## src/logic/scr_pkg.sv

```systemverilog
// Purpose: Shared constants for the nibble-wide system control register bank.
// Assumes: Nibble data, 9-bit data memory address from the core.
// Notes:   Offsets are byte-free word addresses in the core's data space.
package scr_pkg;
   localparam int           DATA_W        = 4;
   localparam int           ADDR_W        = 9;
   localparam int           PAGE_W        = 6;
   localparam int           MTP_ADDR_W    = 10;
   localparam int           BYTES_PER_PG  = 16;

   localparam logic [8:0]   ADDR_PAGE_LOW = 9'h1e0;
   localparam logic [8:0]   ADDR_PAGE_HI  = 9'h1e1;
   localparam logic [8:0]   ADDR_MTP_CTL  = 9'h1e2;
   localparam logic [8:0]   ADDR_KEY      = 9'h1e3;
   localparam logic [8:0]   ADDR_PORT_A   = 9'h1e4;
   localparam logic [8:0]   ADDR_PORT_B   = 9'h1e5;
   localparam logic [8:0]   ADDR_PORT_C   = 9'h1e6;
   localparam logic [8:0]   ADDR_PORT_D   = 9'h1e7;
   localparam logic [8:0]   ADDR_TMR_CS   = 9'h1e8;
   localparam logic [8:0]   ADDR_SUPPLY   = 9'h1e9;
   localparam logic [8:0]   ADDR_PG_BUF   = 9'h1a0;

   localparam int           CTL_DONE_BIT  = 0;
   localparam int           CTL_RDEN_BIT  = 1;
   localparam int           CTL_PROG_BIT  = 2;
   localparam int           CTL_ERASE_BIT = 3;
   localparam int           SUP_LVD_BIT   = 0;
   localparam int           SUP_POR_BIT   = 1;

   localparam logic [3:0]   KEY_VALUE     = 4'h000a;
   localparam logic [3:0]   RST_PAGE      = 4'h0000;
   localparam logic [3:0]   RST_PORT      = 4'h000f;
   localparam logic [0:0]   RST_PORT_D    = 1'b1;
   localparam logic [1:0]   RST_TMR_CS    = 2'h3;
   localparam logic         RST_RDEN      = 1'b1;
   localparam logic         RST_POR       = 1'b1;
   localparam logic [3:0]   ZERO_NIB      = 4'h0000;

   // Timer0 source codes
   localparam logic [1:0]   TCS_1MHZ      = 2'h0;
   localparam logic [1:0]   TCS_2MHZ      = 2'h1;
   localparam logic [1:0]   TCS_4MHZ      = 2'h2;
   localparam logic [1:0]   TCS_8MHZ      = 2'h3;

   typedef enum logic [4:0] {
      SEQ_IDLE  = 5'b00001,
      SEQ_ERASE = 5'b00010,
      SEQ_LO    = 5'b00100,
      SEQ_HI    = 5'b01000,
      SEQ_WR    = 5'b10000
   } scr_seq_state_t;
endpackage : scr_pkg

```

## src/logic/scr_mtp_seq.sv

```systemverilog
// Purpose: Runs one MTP page program or chip erase and reports busy.
// Assumes: Page-buffer RAM read data valid in the same cycle as its address.
// Notes:   Low nibble of each byte sits at the even buffer address.
`timescale 1ns/100ps
module scr_mtp_seq
   import scr_pkg::*;
#(
   parameter int BYTES = BYTES_PER_PG
) (
   input  wire logic                  clock_i,
   input  wire logic                  rst_n_i,
   input  wire logic                  ce_i,
   input  wire logic                  start_prog_i,
   input  wire logic                  start_erase_i,
   input  wire logic [PAGE_W-1:0]     page_i,
   output logic      [ADDR_W-1:0]     ram_addr_o,
   input  wire logic [DATA_W-1:0]     ram_rdata_i,
   output logic      [MTP_ADDR_W-1:0] mtp_addr_o,
   output logic      [7:0]            mtp_wdata_o,
   output logic                       mtp_write_o,
   output logic                       mtp_erase_o,
   input  wire logic                  mtp_done_i,
   output logic                       busy_o,
   output logic                       finish_o
);
   localparam int IDX_W = $clog2(BYTES);

   scr_seq_state_t    state;
   scr_seq_state_t    next_state;
   logic [IDX_W-1:0]  idx;
   logic [PAGE_W-1:0] page;
   logic [3:0]        lo_nib;
   logic [3:0]        hi_nib;
   wire               last_byte = (idx == IDX_W'(BYTES - 1));

   always_comb begin
      next_state = state;
      case (state)
         SEQ_IDLE: begin
            if (start_erase_i) begin
               next_state = SEQ_ERASE;
            end else if (start_prog_i) begin
               next_state = SEQ_LO;
            end
         end
         SEQ_ERASE: begin
            if (mtp_done_i) begin
               next_state = SEQ_IDLE;
            end
         end
         SEQ_LO:  next_state = SEQ_HI;
         SEQ_HI:  next_state = SEQ_WR;
         SEQ_WR: begin
            if (mtp_done_i) begin
               next_state = last_byte ? SEQ_IDLE : SEQ_LO;
            end
         end
         default: next_state = SEQ_IDLE;
      endcase
   end

   always_ff @(posedge clock_i or negedge rst_n_i) begin
      if (!rst_n_i) begin
         state  <= SEQ_IDLE;
         idx    <= '0;
         page   <= '0;
         lo_nib <= ZERO_NIB;
         hi_nib <= ZERO_NIB;
      end else if (ce_i) begin
         state <= next_state;
         if (state == SEQ_IDLE) begin
            idx  <= '0;
            page <= page_i;
         end
         if (state == SEQ_LO) begin
            lo_nib <= ram_rdata_i;
         end
         if (state == SEQ_HI) begin
            hi_nib <= ram_rdata_i;
         end
         if (state == SEQ_WR && mtp_done_i) begin
            idx <= idx + 1'b1;
         end
      end
   end

   // Page buffer walk: two nibbles per MTP byte
   assign ram_addr_o  = ADDR_PG_BUF + ADDR_W'({idx, (state == SEQ_HI)});
   assign mtp_addr_o  = {page, idx};
   assign mtp_wdata_o = {hi_nib, lo_nib};
   assign mtp_write_o = (state == SEQ_WR);
   assign mtp_erase_o = (state == SEQ_ERASE);
   assign busy_o      = (state != SEQ_IDLE);
   assign finish_o    = ce_i && mtp_done_i && ((state == SEQ_ERASE) || (state == SEQ_WR && last_byte));
endmodule : scr_mtp_seq

```

## src/logic/scr_reg_bank.sv

```systemverilog
// Purpose: Nibble-wide system control registers: MTP control, ports, Timer0 source, supply flags.
// Assumes: Core data-memory access, pads open-drain low with pull-up.
// Notes:   Read data is registered one cycle after the read strobe.
// Behaviour
// Key 0xA arms exactly one MTP operation
// Control bit 2 starts armed page program
// Control bit 3 starts armed chip erase
// Bit 0 reads busy during page program
// Bit 0 reads busy during chip erase
// Bit 0 is read/write finish flag, reset zero
// Bit 1 enables MTP reads, resets one
// Port reads return pads; writes set latches
// Port latches reset ones; port D upper zero
// Single-bit port reads pad, writes latch
// Timer0 source codes 1/2/4/8 MHz, reset 11
// Supply bit 0 read-only threshold status
// Power-on flag cleared only by writing zero
// Latch one: pulled-up input; zero: drive low
// Program copies RAM page buffer into page
// Non-low-voltage resets set power-on flag
// Page number is high field over low
// Each started operation drops the key arming
`timescale 1ns/100ps
module scr_reg_bank
   import scr_pkg::*;
#(
   parameter int PORT_W = 4
) (
   input  wire logic                  clock_i,
   input  wire logic                  rst_n_i,
   input  wire logic                  pwr_rst_n_i,
   input  wire logic                  ce_i,
   input  wire logic                  lvr_cause_i,
   input  wire logic [ADDR_W-1:0]     addr_i,
   input  wire logic                  wr_i,
   input  wire logic                  rd_i,
   input  wire logic [DATA_W-1:0]     wdata_i,
   output logic      [DATA_W-1:0]     rdata_o,
   input  wire logic [PORT_W-1:0]     pa_pad_i,
   input  wire logic [PORT_W-1:0]     pb_pad_i,
   input  wire logic [PORT_W-1:0]     pc_pad_i,
   input  wire logic                  pd_pad_i,
   output logic      [PORT_W-1:0]     pa_out_o,
   output logic      [PORT_W-1:0]     pa_oe_o,
   output logic      [PORT_W-1:0]     pa_pullup_o,
   output logic      [PORT_W-1:0]     pb_out_o,
   output logic      [PORT_W-1:0]     pb_oe_o,
   output logic      [PORT_W-1:0]     pb_pullup_o,
   output logic      [PORT_W-1:0]     pc_out_o,
   output logic      [PORT_W-1:0]     pc_oe_o,
   output logic      [PORT_W-1:0]     pc_pullup_o,
   output logic                       pd_out_o,
   output logic                       pd_oe_o,
   output logic                       pd_pullup_o,
   output logic      [1:0]            timer_clock_select_o,
   input  wire logic                  lvd_above_i,
   output logic                       mtp_read_en_o,
   output logic      [ADDR_W-1:0]     ram_addr_o,
   input  wire logic [DATA_W-1:0]     ram_rdata_i,
   output logic      [MTP_ADDR_W-1:0] mtp_addr_o,
   output logic      [7:0]            mtp_wdata_o,
   output logic                       mtp_write_o,
   output logic                       mtp_erase_o,
   input  wire logic                  mtp_done_i
);
   logic [3:0]        mtp_page_low;
   logic [1:0]        mtp_page_high;
   logic              finish_flag;
   logic              read_enable;
   logic              armed;
   logic [PORT_W-1:0] port_a_data;
   logic [PORT_W-1:0] port_b_data;
   logic [PORT_W-1:0] port_c_data;
   logic              port_d_data;
   logic [1:0]        timer_clock_select;
   logic              por_flag;
   logic              first_cycle;
   logic              busy;
   logic              finish;

   function automatic logic hit(input logic [ADDR_W-1:0] a, input logic [ADDR_W-1:0] reg_addr);
      hit = (a == reg_addr);
   endfunction : hit

   function automatic logic [DATA_W-1:0] pad_nib(input logic [PORT_W-1:0] pads);
      pad_nib = DATA_W'(pads);
   endfunction : pad_nib

   wire wr_page_lo = wr_i && hit(addr_i, ADDR_PAGE_LOW);
   wire wr_page_hi = wr_i && hit(addr_i, ADDR_PAGE_HI);
   wire wr_ctl     = wr_i && hit(addr_i, ADDR_MTP_CTL);
   wire wr_key     = wr_i && hit(addr_i, ADDR_KEY);
   wire wr_pa      = wr_i && hit(addr_i, ADDR_PORT_A);
   wire wr_pb      = wr_i && hit(addr_i, ADDR_PORT_B);
   wire wr_pc      = wr_i && hit(addr_i, ADDR_PORT_C);
   wire wr_pd      = wr_i && hit(addr_i, ADDR_PORT_D);
   wire wr_tcs     = wr_i && hit(addr_i, ADDR_TMR_CS);
   wire wr_sup     = wr_i && hit(addr_i, ADDR_SUPPLY);

   // Starts are ignored while an operation runs; erase wins if both bits are set
   wire go_erase   = wr_ctl && wdata_i[CTL_ERASE_BIT] && armed && !busy;
   wire go_prog    = wr_ctl && wdata_i[CTL_PROG_BIT] && armed && !busy
                     && !wdata_i[CTL_ERASE_BIT];
   wire [PAGE_W-1:0] page_num = {mtp_page_high, mtp_page_low};

   scr_mtp_seq #(
      .BYTES         (BYTES_PER_PG)
   ) u_seq (
      .clock_i       (clock_i),
      .rst_n_i       (rst_n_i),
      .ce_i          (ce_i),
      .start_prog_i  (go_prog),
      .start_erase_i (go_erase),
      .page_i        (page_num),
      .ram_addr_o    (ram_addr_o),
      .ram_rdata_i   (ram_rdata_i),
      .mtp_addr_o    (mtp_addr_o),
      .mtp_wdata_o   (mtp_wdata_o),
      .mtp_write_o   (mtp_write_o),
      .mtp_erase_o   (mtp_erase_o),
      .mtp_done_i    (mtp_done_i),
      .busy_o        (busy),
      .finish_o      (finish)
   );

   always_ff @(posedge clock_i or negedge rst_n_i) begin
      if (!rst_n_i) begin
         mtp_page_low  <= RST_PAGE;
         mtp_page_high <= RST_PAGE[1:0];
      end else if (ce_i) begin
         if (wr_page_lo) begin
            mtp_page_low <= wdata_i;
         end
         if (wr_page_hi) begin
            mtp_page_high <= wdata_i[1:0];
         end
      end
   end

   // Any key write re-decides arming; a start consumes it
   always_ff @(posedge clock_i or negedge rst_n_i) begin
      if (!rst_n_i) begin
         armed <= 1'b0;
      end else if (ce_i) begin
         if (go_prog || go_erase) begin
            armed <= 1'b0;
         end else if (wr_key) begin
            armed <= (wdata_i == KEY_VALUE);
         end
      end
   end

   // Completion sets the flag; it wins over a software write in the same cycle
   always_ff @(posedge clock_i or negedge rst_n_i) begin
      if (!rst_n_i) begin
         finish_flag <= 1'b0;
         read_enable <= RST_RDEN;
      end else if (ce_i) begin
         if (finish) begin
            finish_flag <= 1'b1;
         end else if (go_prog || go_erase) begin
            finish_flag <= 1'b0;
         end else if (wr_ctl) begin
            finish_flag <= wdata_i[CTL_DONE_BIT];
         end
         if (wr_ctl) begin
            read_enable <= wdata_i[CTL_RDEN_BIT];
         end
      end
   end

   always_ff @(posedge clock_i or negedge rst_n_i) begin
      if (!rst_n_i) begin
         port_a_data        <= PORT_W'(RST_PORT);
         port_b_data        <= PORT_W'(RST_PORT);
         port_c_data        <= PORT_W'(RST_PORT);
         port_d_data        <= RST_PORT_D[0];
         timer_clock_select <= RST_TMR_CS;
      end else if (ce_i) begin
         if (wr_pa) begin
            port_a_data <= PORT_W'(wdata_i);
         end
         if (wr_pb) begin
            port_b_data <= PORT_W'(wdata_i);
         end
         if (wr_pc) begin
            port_c_data <= PORT_W'(wdata_i);
         end
         if (wr_pd) begin
            port_d_data <= wdata_i[0];
         end
         if (wr_tcs) begin
            timer_clock_select <= wdata_i[1:0];
         end
      end
   end

   // Power-on flag survives system resets; only power-up reset loads its start value of one.
   // A system reset release re-sets it unless the low-voltage detector caused it.
   always_ff @(posedge clock_i or negedge rst_n_i) begin
      if (!rst_n_i) begin
         first_cycle <= 1'b1;
      end else if (ce_i) begin
         first_cycle <= 1'b0;
      end
   end

   always_ff @(posedge clock_i or negedge pwr_rst_n_i) begin
      if (!pwr_rst_n_i) begin
         por_flag <= RST_POR;
      end else if (ce_i) begin
         if (first_cycle && !lvr_cause_i) begin
            por_flag <= 1'b1;
         end else if (wr_sup && !wdata_i[SUP_POR_BIT]) begin
            por_flag <= 1'b0;
         end
      end
   end

   // Read mux: unmapped addresses and reserved bits read zero
   wire [DATA_W-1:0] ctl_rd = {2'b00, read_enable, finish_flag | busy};
   wire [DATA_W-1:0] sup_rd = {2'b00, por_flag, lvd_above_i};
   wire [DATA_W-1:0] rd_mux =
      hit(addr_i, ADDR_PAGE_LOW) ? mtp_page_low :
      hit(addr_i, ADDR_PAGE_HI)  ? {2'b00, mtp_page_high} :
      hit(addr_i, ADDR_MTP_CTL)  ? ctl_rd :
      hit(addr_i, ADDR_PORT_A)   ? pad_nib(pa_pad_i) :
      hit(addr_i, ADDR_PORT_B)   ? pad_nib(pb_pad_i) :
      hit(addr_i, ADDR_PORT_C)   ? pad_nib(pc_pad_i) :
      hit(addr_i, ADDR_PORT_D)   ? {3'b000, pd_pad_i} :
      hit(addr_i, ADDR_TMR_CS)   ? {2'b00, timer_clock_select} :
      hit(addr_i, ADDR_SUPPLY)   ? sup_rd : ZERO_NIB;

   always_ff @(posedge clock_i or negedge rst_n_i) begin
      if (!rst_n_i) begin
         rdata_o <= ZERO_NIB;
      end else if (ce_i && rd_i) begin
         rdata_o <= rd_mux;
      end
   end

   // Open-drain pads: a zero latch drives low, a one releases with pull-up
   assign pa_out_o    = '0;
   assign pa_oe_o     = ~port_a_data;
   assign pa_pullup_o = port_a_data;
   assign pb_out_o    = '0;
   assign pb_oe_o     = ~port_b_data;
   assign pb_pullup_o = port_b_data;
   assign pc_out_o    = '0;
   assign pc_oe_o     = ~port_c_data;
   assign pc_pullup_o = port_c_data;
   assign pd_out_o    = 1'b0;
   assign pd_oe_o     = ~port_d_data;
   assign pd_pullup_o = port_d_data;

   assign timer_clock_select_o = timer_clock_select;
   assign mtp_read_en_o        = read_enable;
endmodule : scr_reg_bank

```

## config.mk

```make
export PLATFORM = sky130hd
export DESIGN_NAME = scr_reg_bank
export DESIGN_NICKNAME = d
export VERILOG_FILES = /design/src/logic/scr_pkg.sv /design/src/logic/scr_mtp_seq.sv /design/src/logic/scr_reg_bank.sv
export SDC_FILE = /design/constraint.sdc
export NUM_CORES = 1
export LEC_CHECK = 0
export BUFFER_PORTS_ARGS = -buffer_cell sky130_fd_sc_hd__buf_2
export CORE_MARGIN = 2
export CORE_UTILIZATION = 49
export DETAILED_ROUTE_END_ITERATION = 16
export PLACE_DENSITY_LB_ADDON = 0.3
export SLEW_MARGIN = 20
export SYNTH_ARGS = -nofsm -noshare
export SYNTH_HDL_FRONTEND = slang
export SYNTH_SLANG_ARGS = --single-unit
```

## constraint.sdc

```tcl
create_clock -name clock_i -period 2.9 [get_ports clock_i]
set_clock_uncertainty 0.2 [all_clocks]
set_input_delay 0.145 -clock clock_i [delete_from_list [all_inputs] [get_ports clock_i]]
set_output_delay 0.145 -clock clock_i [all_outputs]
set_load 0.1 [all_outputs]
```

==> out/summary.log <==
[sta] Setup TNS 0 ns
[yosys] sequential-to-total area share from yosys stat 47.5%
[setup_path] ordered cell list for the critical path or3_4 > nor2_2 > buf_2
[detailed_routing] Routed WL 6200 um
[layout] total area of multi-input combinational cells 1290 um2
[yosys] number of flip-flops and latches in the synthesized netlist 53
[layout] fillers 469
[cts] root cell of the clock tree clkbuf_8
[yosys] Netlist Area Pre-Place 2840 um2
[sta] worst relative slew slack 57.9%
[setup_path] Startpoint Class flip-flop
[setup_path] Crit path max-delay family simple AND/OR/NAND/NOR gates
[setup_path] worst-path cell with the longest stage delay dfrtp_1
[job] count of maximum capacitance violations 0
[detailed_routing] remaining number of nets flagged by the antenna check after routing 0
[detailed_routing] via count 2328
[yosys] number of flops mapped to enable cells by yosys 0
[sta] final max-slew violation count 0
[sta] Final Hold Violating Endpoints 0
[outcome] result of the run complete, no violations
[min_path] kind of path behind the tightest hold check input pin to flip-flop
[cts] clock sinks 53
[grt] pin count of the biggest net entering global routing 53
[setup_path] worst setup slack for register-to-register paths 0.87 ns
[placement] half-perimeter wire length after detailed placement 4610 um
[yosys] synthesized instance count 269
[cts] clock-pin transition on the worst setup and hold timing paths 0.10 ns
[yosys] Synth Flop Type dfrtp_1
[die] overall die height 80.1 um
[sta] Tmin final 2.23 ns
[setup_path] sum of buffers and inverters on the critical path 1
[die] die footprint 6420 um2
[sta] Fmax 449 MHz
[yosys] average size of a mapped cell 10.6 um2
[detailed_routing] drt drc 0
[grt] number of global-route vias before repair 2200
[detailed_routing] number of detailed-routing iterations run before antenna repair 4
[cts] clock tree from TritonCTS done
[setup_path] required time of the worst setup path 2.56 ns
[setup_path] sort of element at the end of the critical path output pin
[layout] Post-layout nets 412
[grt] initial antenna violation count 0
[yosys] unique cell type count in the Yosys netlist 48
[cts] # Post-CTS Setup Buffers 0
[setup_path] Worst Path Max Fanout 7
[min_path] worst hold path endpoint mtp_page_low[1]
[layout] synth-to-layout area growth 23.4%
[power] total leakage power 1.72 nW
[layout] most frequent cells in the layout buf_2, dfrtp_1, mux2_2
[sta] slew at the pin closest to its max-slew limit 0.632 ns
[layout] ant diodes 0
[power] post-layout total power 2.28 mW
[detailed_routing] routed via count divided by cell count 5.23
[die] chip width 80.1 um
[placement] placed inst area 3290 um2
[yosys] Synth warnings 0
[die] initial core utilization 51.3%
[layout] post-route insts no fill 445
[sta] Setup violations, final 0
[sta] final worst hold slack 0.0194 ns
[layout] post-layout instance area 3500 um2
[min_path] number of cells on the worst hold path 2
[setup_path] largest stage delay on the critical path 0.50 ns
[cts] clock network latency to the later pin of the worst-skew pair 0.31 ns
[placement] # placed instances 425
[setup_path] R2R Path Start u_seq.state[0]
[layout] Sequential Area 1350 um2
[cts] CTS H-tree depth 2
[die] number of rows in the core area 27
[placement] final estimated routing congestion in global placement 0.847
[grt] wire length of the first global-routing pass 10400 um
[layout] most common cell after layout, fill and taps aside buf_2
[die] core area 5540 um2
[layout] share of final-layout standard cells stronger than drive strength 1 45.3%
[sta] Final Cycle Share 76.8%
[setup_path] Worst R2R End u_seq.page[3]
[setup_path] crit path DAT 1.88 ns
[grt] GRT Util Overall 20.6%
[cts] Longest Clk Path Bufs 2
[detailed_routing] initial drt markers 117
[die] top-level port count 114
[grt] Congestion Overflow GR 0
[sta] unrepaired setup endpoints after global routing false
[detailed_routing] Routed wire per std cell 13.9 um
[cts] Num CTS Buffers 5
[placement] buffers added on ports 96
[power] PD cells 652 nW/um2
[setup_path] critical setup path kind flip-flop to output pin
[min_path] Hold Startpoint wdata_i[1]
[power] maximum ir drop on the vdd rail 0.675 mV
[setup_path] depth of the most critical reg-to-reg path 4
[yosys] Async S/R FF share, synth 100%
-- synth_stat cells (2+ instances only) --
cell	number	area, um2
mux2i_1	4	40.0
dfrtp_1	34	851
dfstp_2	19	499
o31ai_1	2	15.0
xor2_1	2	17.5
inv_1	18	67.6
nand3_1	8	40.0
clkbuf_1	2	7.51
nor4bb_1	2	20.0
nand2_1	27	101
nand2b_1	3	18.8
buf_4	21	158
nand4_1	5	31.3
conb_1	2	7.51
a22oi_1	3	22.5
a2bb2oi_1	2	17.5
mux2_2	32	360
nor2b_1	7	43.8
mux2_4	3	45.0
nor2_1	7	26.3
a21oi_1	7	35.0
buf_2	4	20.0
o21ai_0	18	90.1
a32oi_1	5	43.8
a31oi_1	4	25.0
and3_1	3	18.8
nor3_1	4	20.0
-- worst reg2reg max path, delay by kind of cell (launching register included) --
kind / cells / cell delay, ns
mux: 1 / 0.32
flops: 1 / 0.59
simple gates: 3 / 0.80
-- area by class of cell --
type,instances,area share (%)
Clock inverter,3,0.714
Timing Repair Buffer,109,17.4
Multi-Input combinational cell,185,36.9
Inverter,18,1.93
Clock buffer,5,1.96
Sequential cell,53,38.5
Tap cell,72,2.57
-- through the flow --
stage	utilization (%)	worst slack [ns]
finish	63.3	0.674
global route	63.3	0.587
CTS	63.2	0.666
detailed placement	59.3	0.888
global placement	59.3	0.918
floorplan	-	0.0214
-- power by group --
| part | internal (mW) | leakage, nW | switching (mW) |
|---|---|---|---|
| Sequential | 0.824 | 0.658 | 0.0571 |
| Combinational | 0.209 | 1.01 | 0.765 |
| Clock | 0.176 | 0.0452 | 0.252 |
-- routing by layer --
layer  global-route usage (%)  part of all wire [%]
met1                     27.6                    44
met2                     35.1                    49
met3                     3.71                   6.1
met4                     4.58                  0.68
met5                        0                     0
-- kinds of logic after synthesis --
group	share of synthesized area [%]
xor+xnor	0.617
buf+inv	9.30
other cells	0.264
mux	15.7
compound gates	10.5
fa+ha+maj	0.440
simple gates	15.7
flops	47.5
-- registers in the layout, summed over array words and instances (netlist names) --
name                  cells
u_seq.idx                 4
finish_flag               1
armed                     1
timer_clock_select_o      2
mtp_read_en_o             1
u_seq.lo_nib              4
mtp_page_low              4
u_seq.page                6
u_seq.hi_nib              4
rdata_o                   4
first_cycle               1
pd_pullup_o               1
pb_pullup_o               4
mtp_page_high             2
pc_pullup_o               4
por_flag                  1
pa_pullup_o               4
u_seq.state               5
-- what timing repair did --
item                      4_1_cts  5_1_grt
hold endpoints to repair       56        0
resized for setup               0        0
hold buffers                   12        0
-- how the worst max path moves through the flow --
stage | from | end | slack [ns] | cells after the start
after global placement | u_seq.state[0] | u_seq.page[3] | 0.92 | 4
after CTS | u_seq.state[1] | mtp_write_o | 0.67 | 3
after floorplan | u_seq.state[2] | u_seq.state[2] | 0.02 | 5
after detailed placement | u_seq.state[0] | armed | 0.89 | 5
final | u_seq.state[1] | mtp_write_o | 0.67 | 3
after global routing | u_seq.state[1] | mtp_write_o | 0.59 | 3
Power figures use the tool's default switching activity.
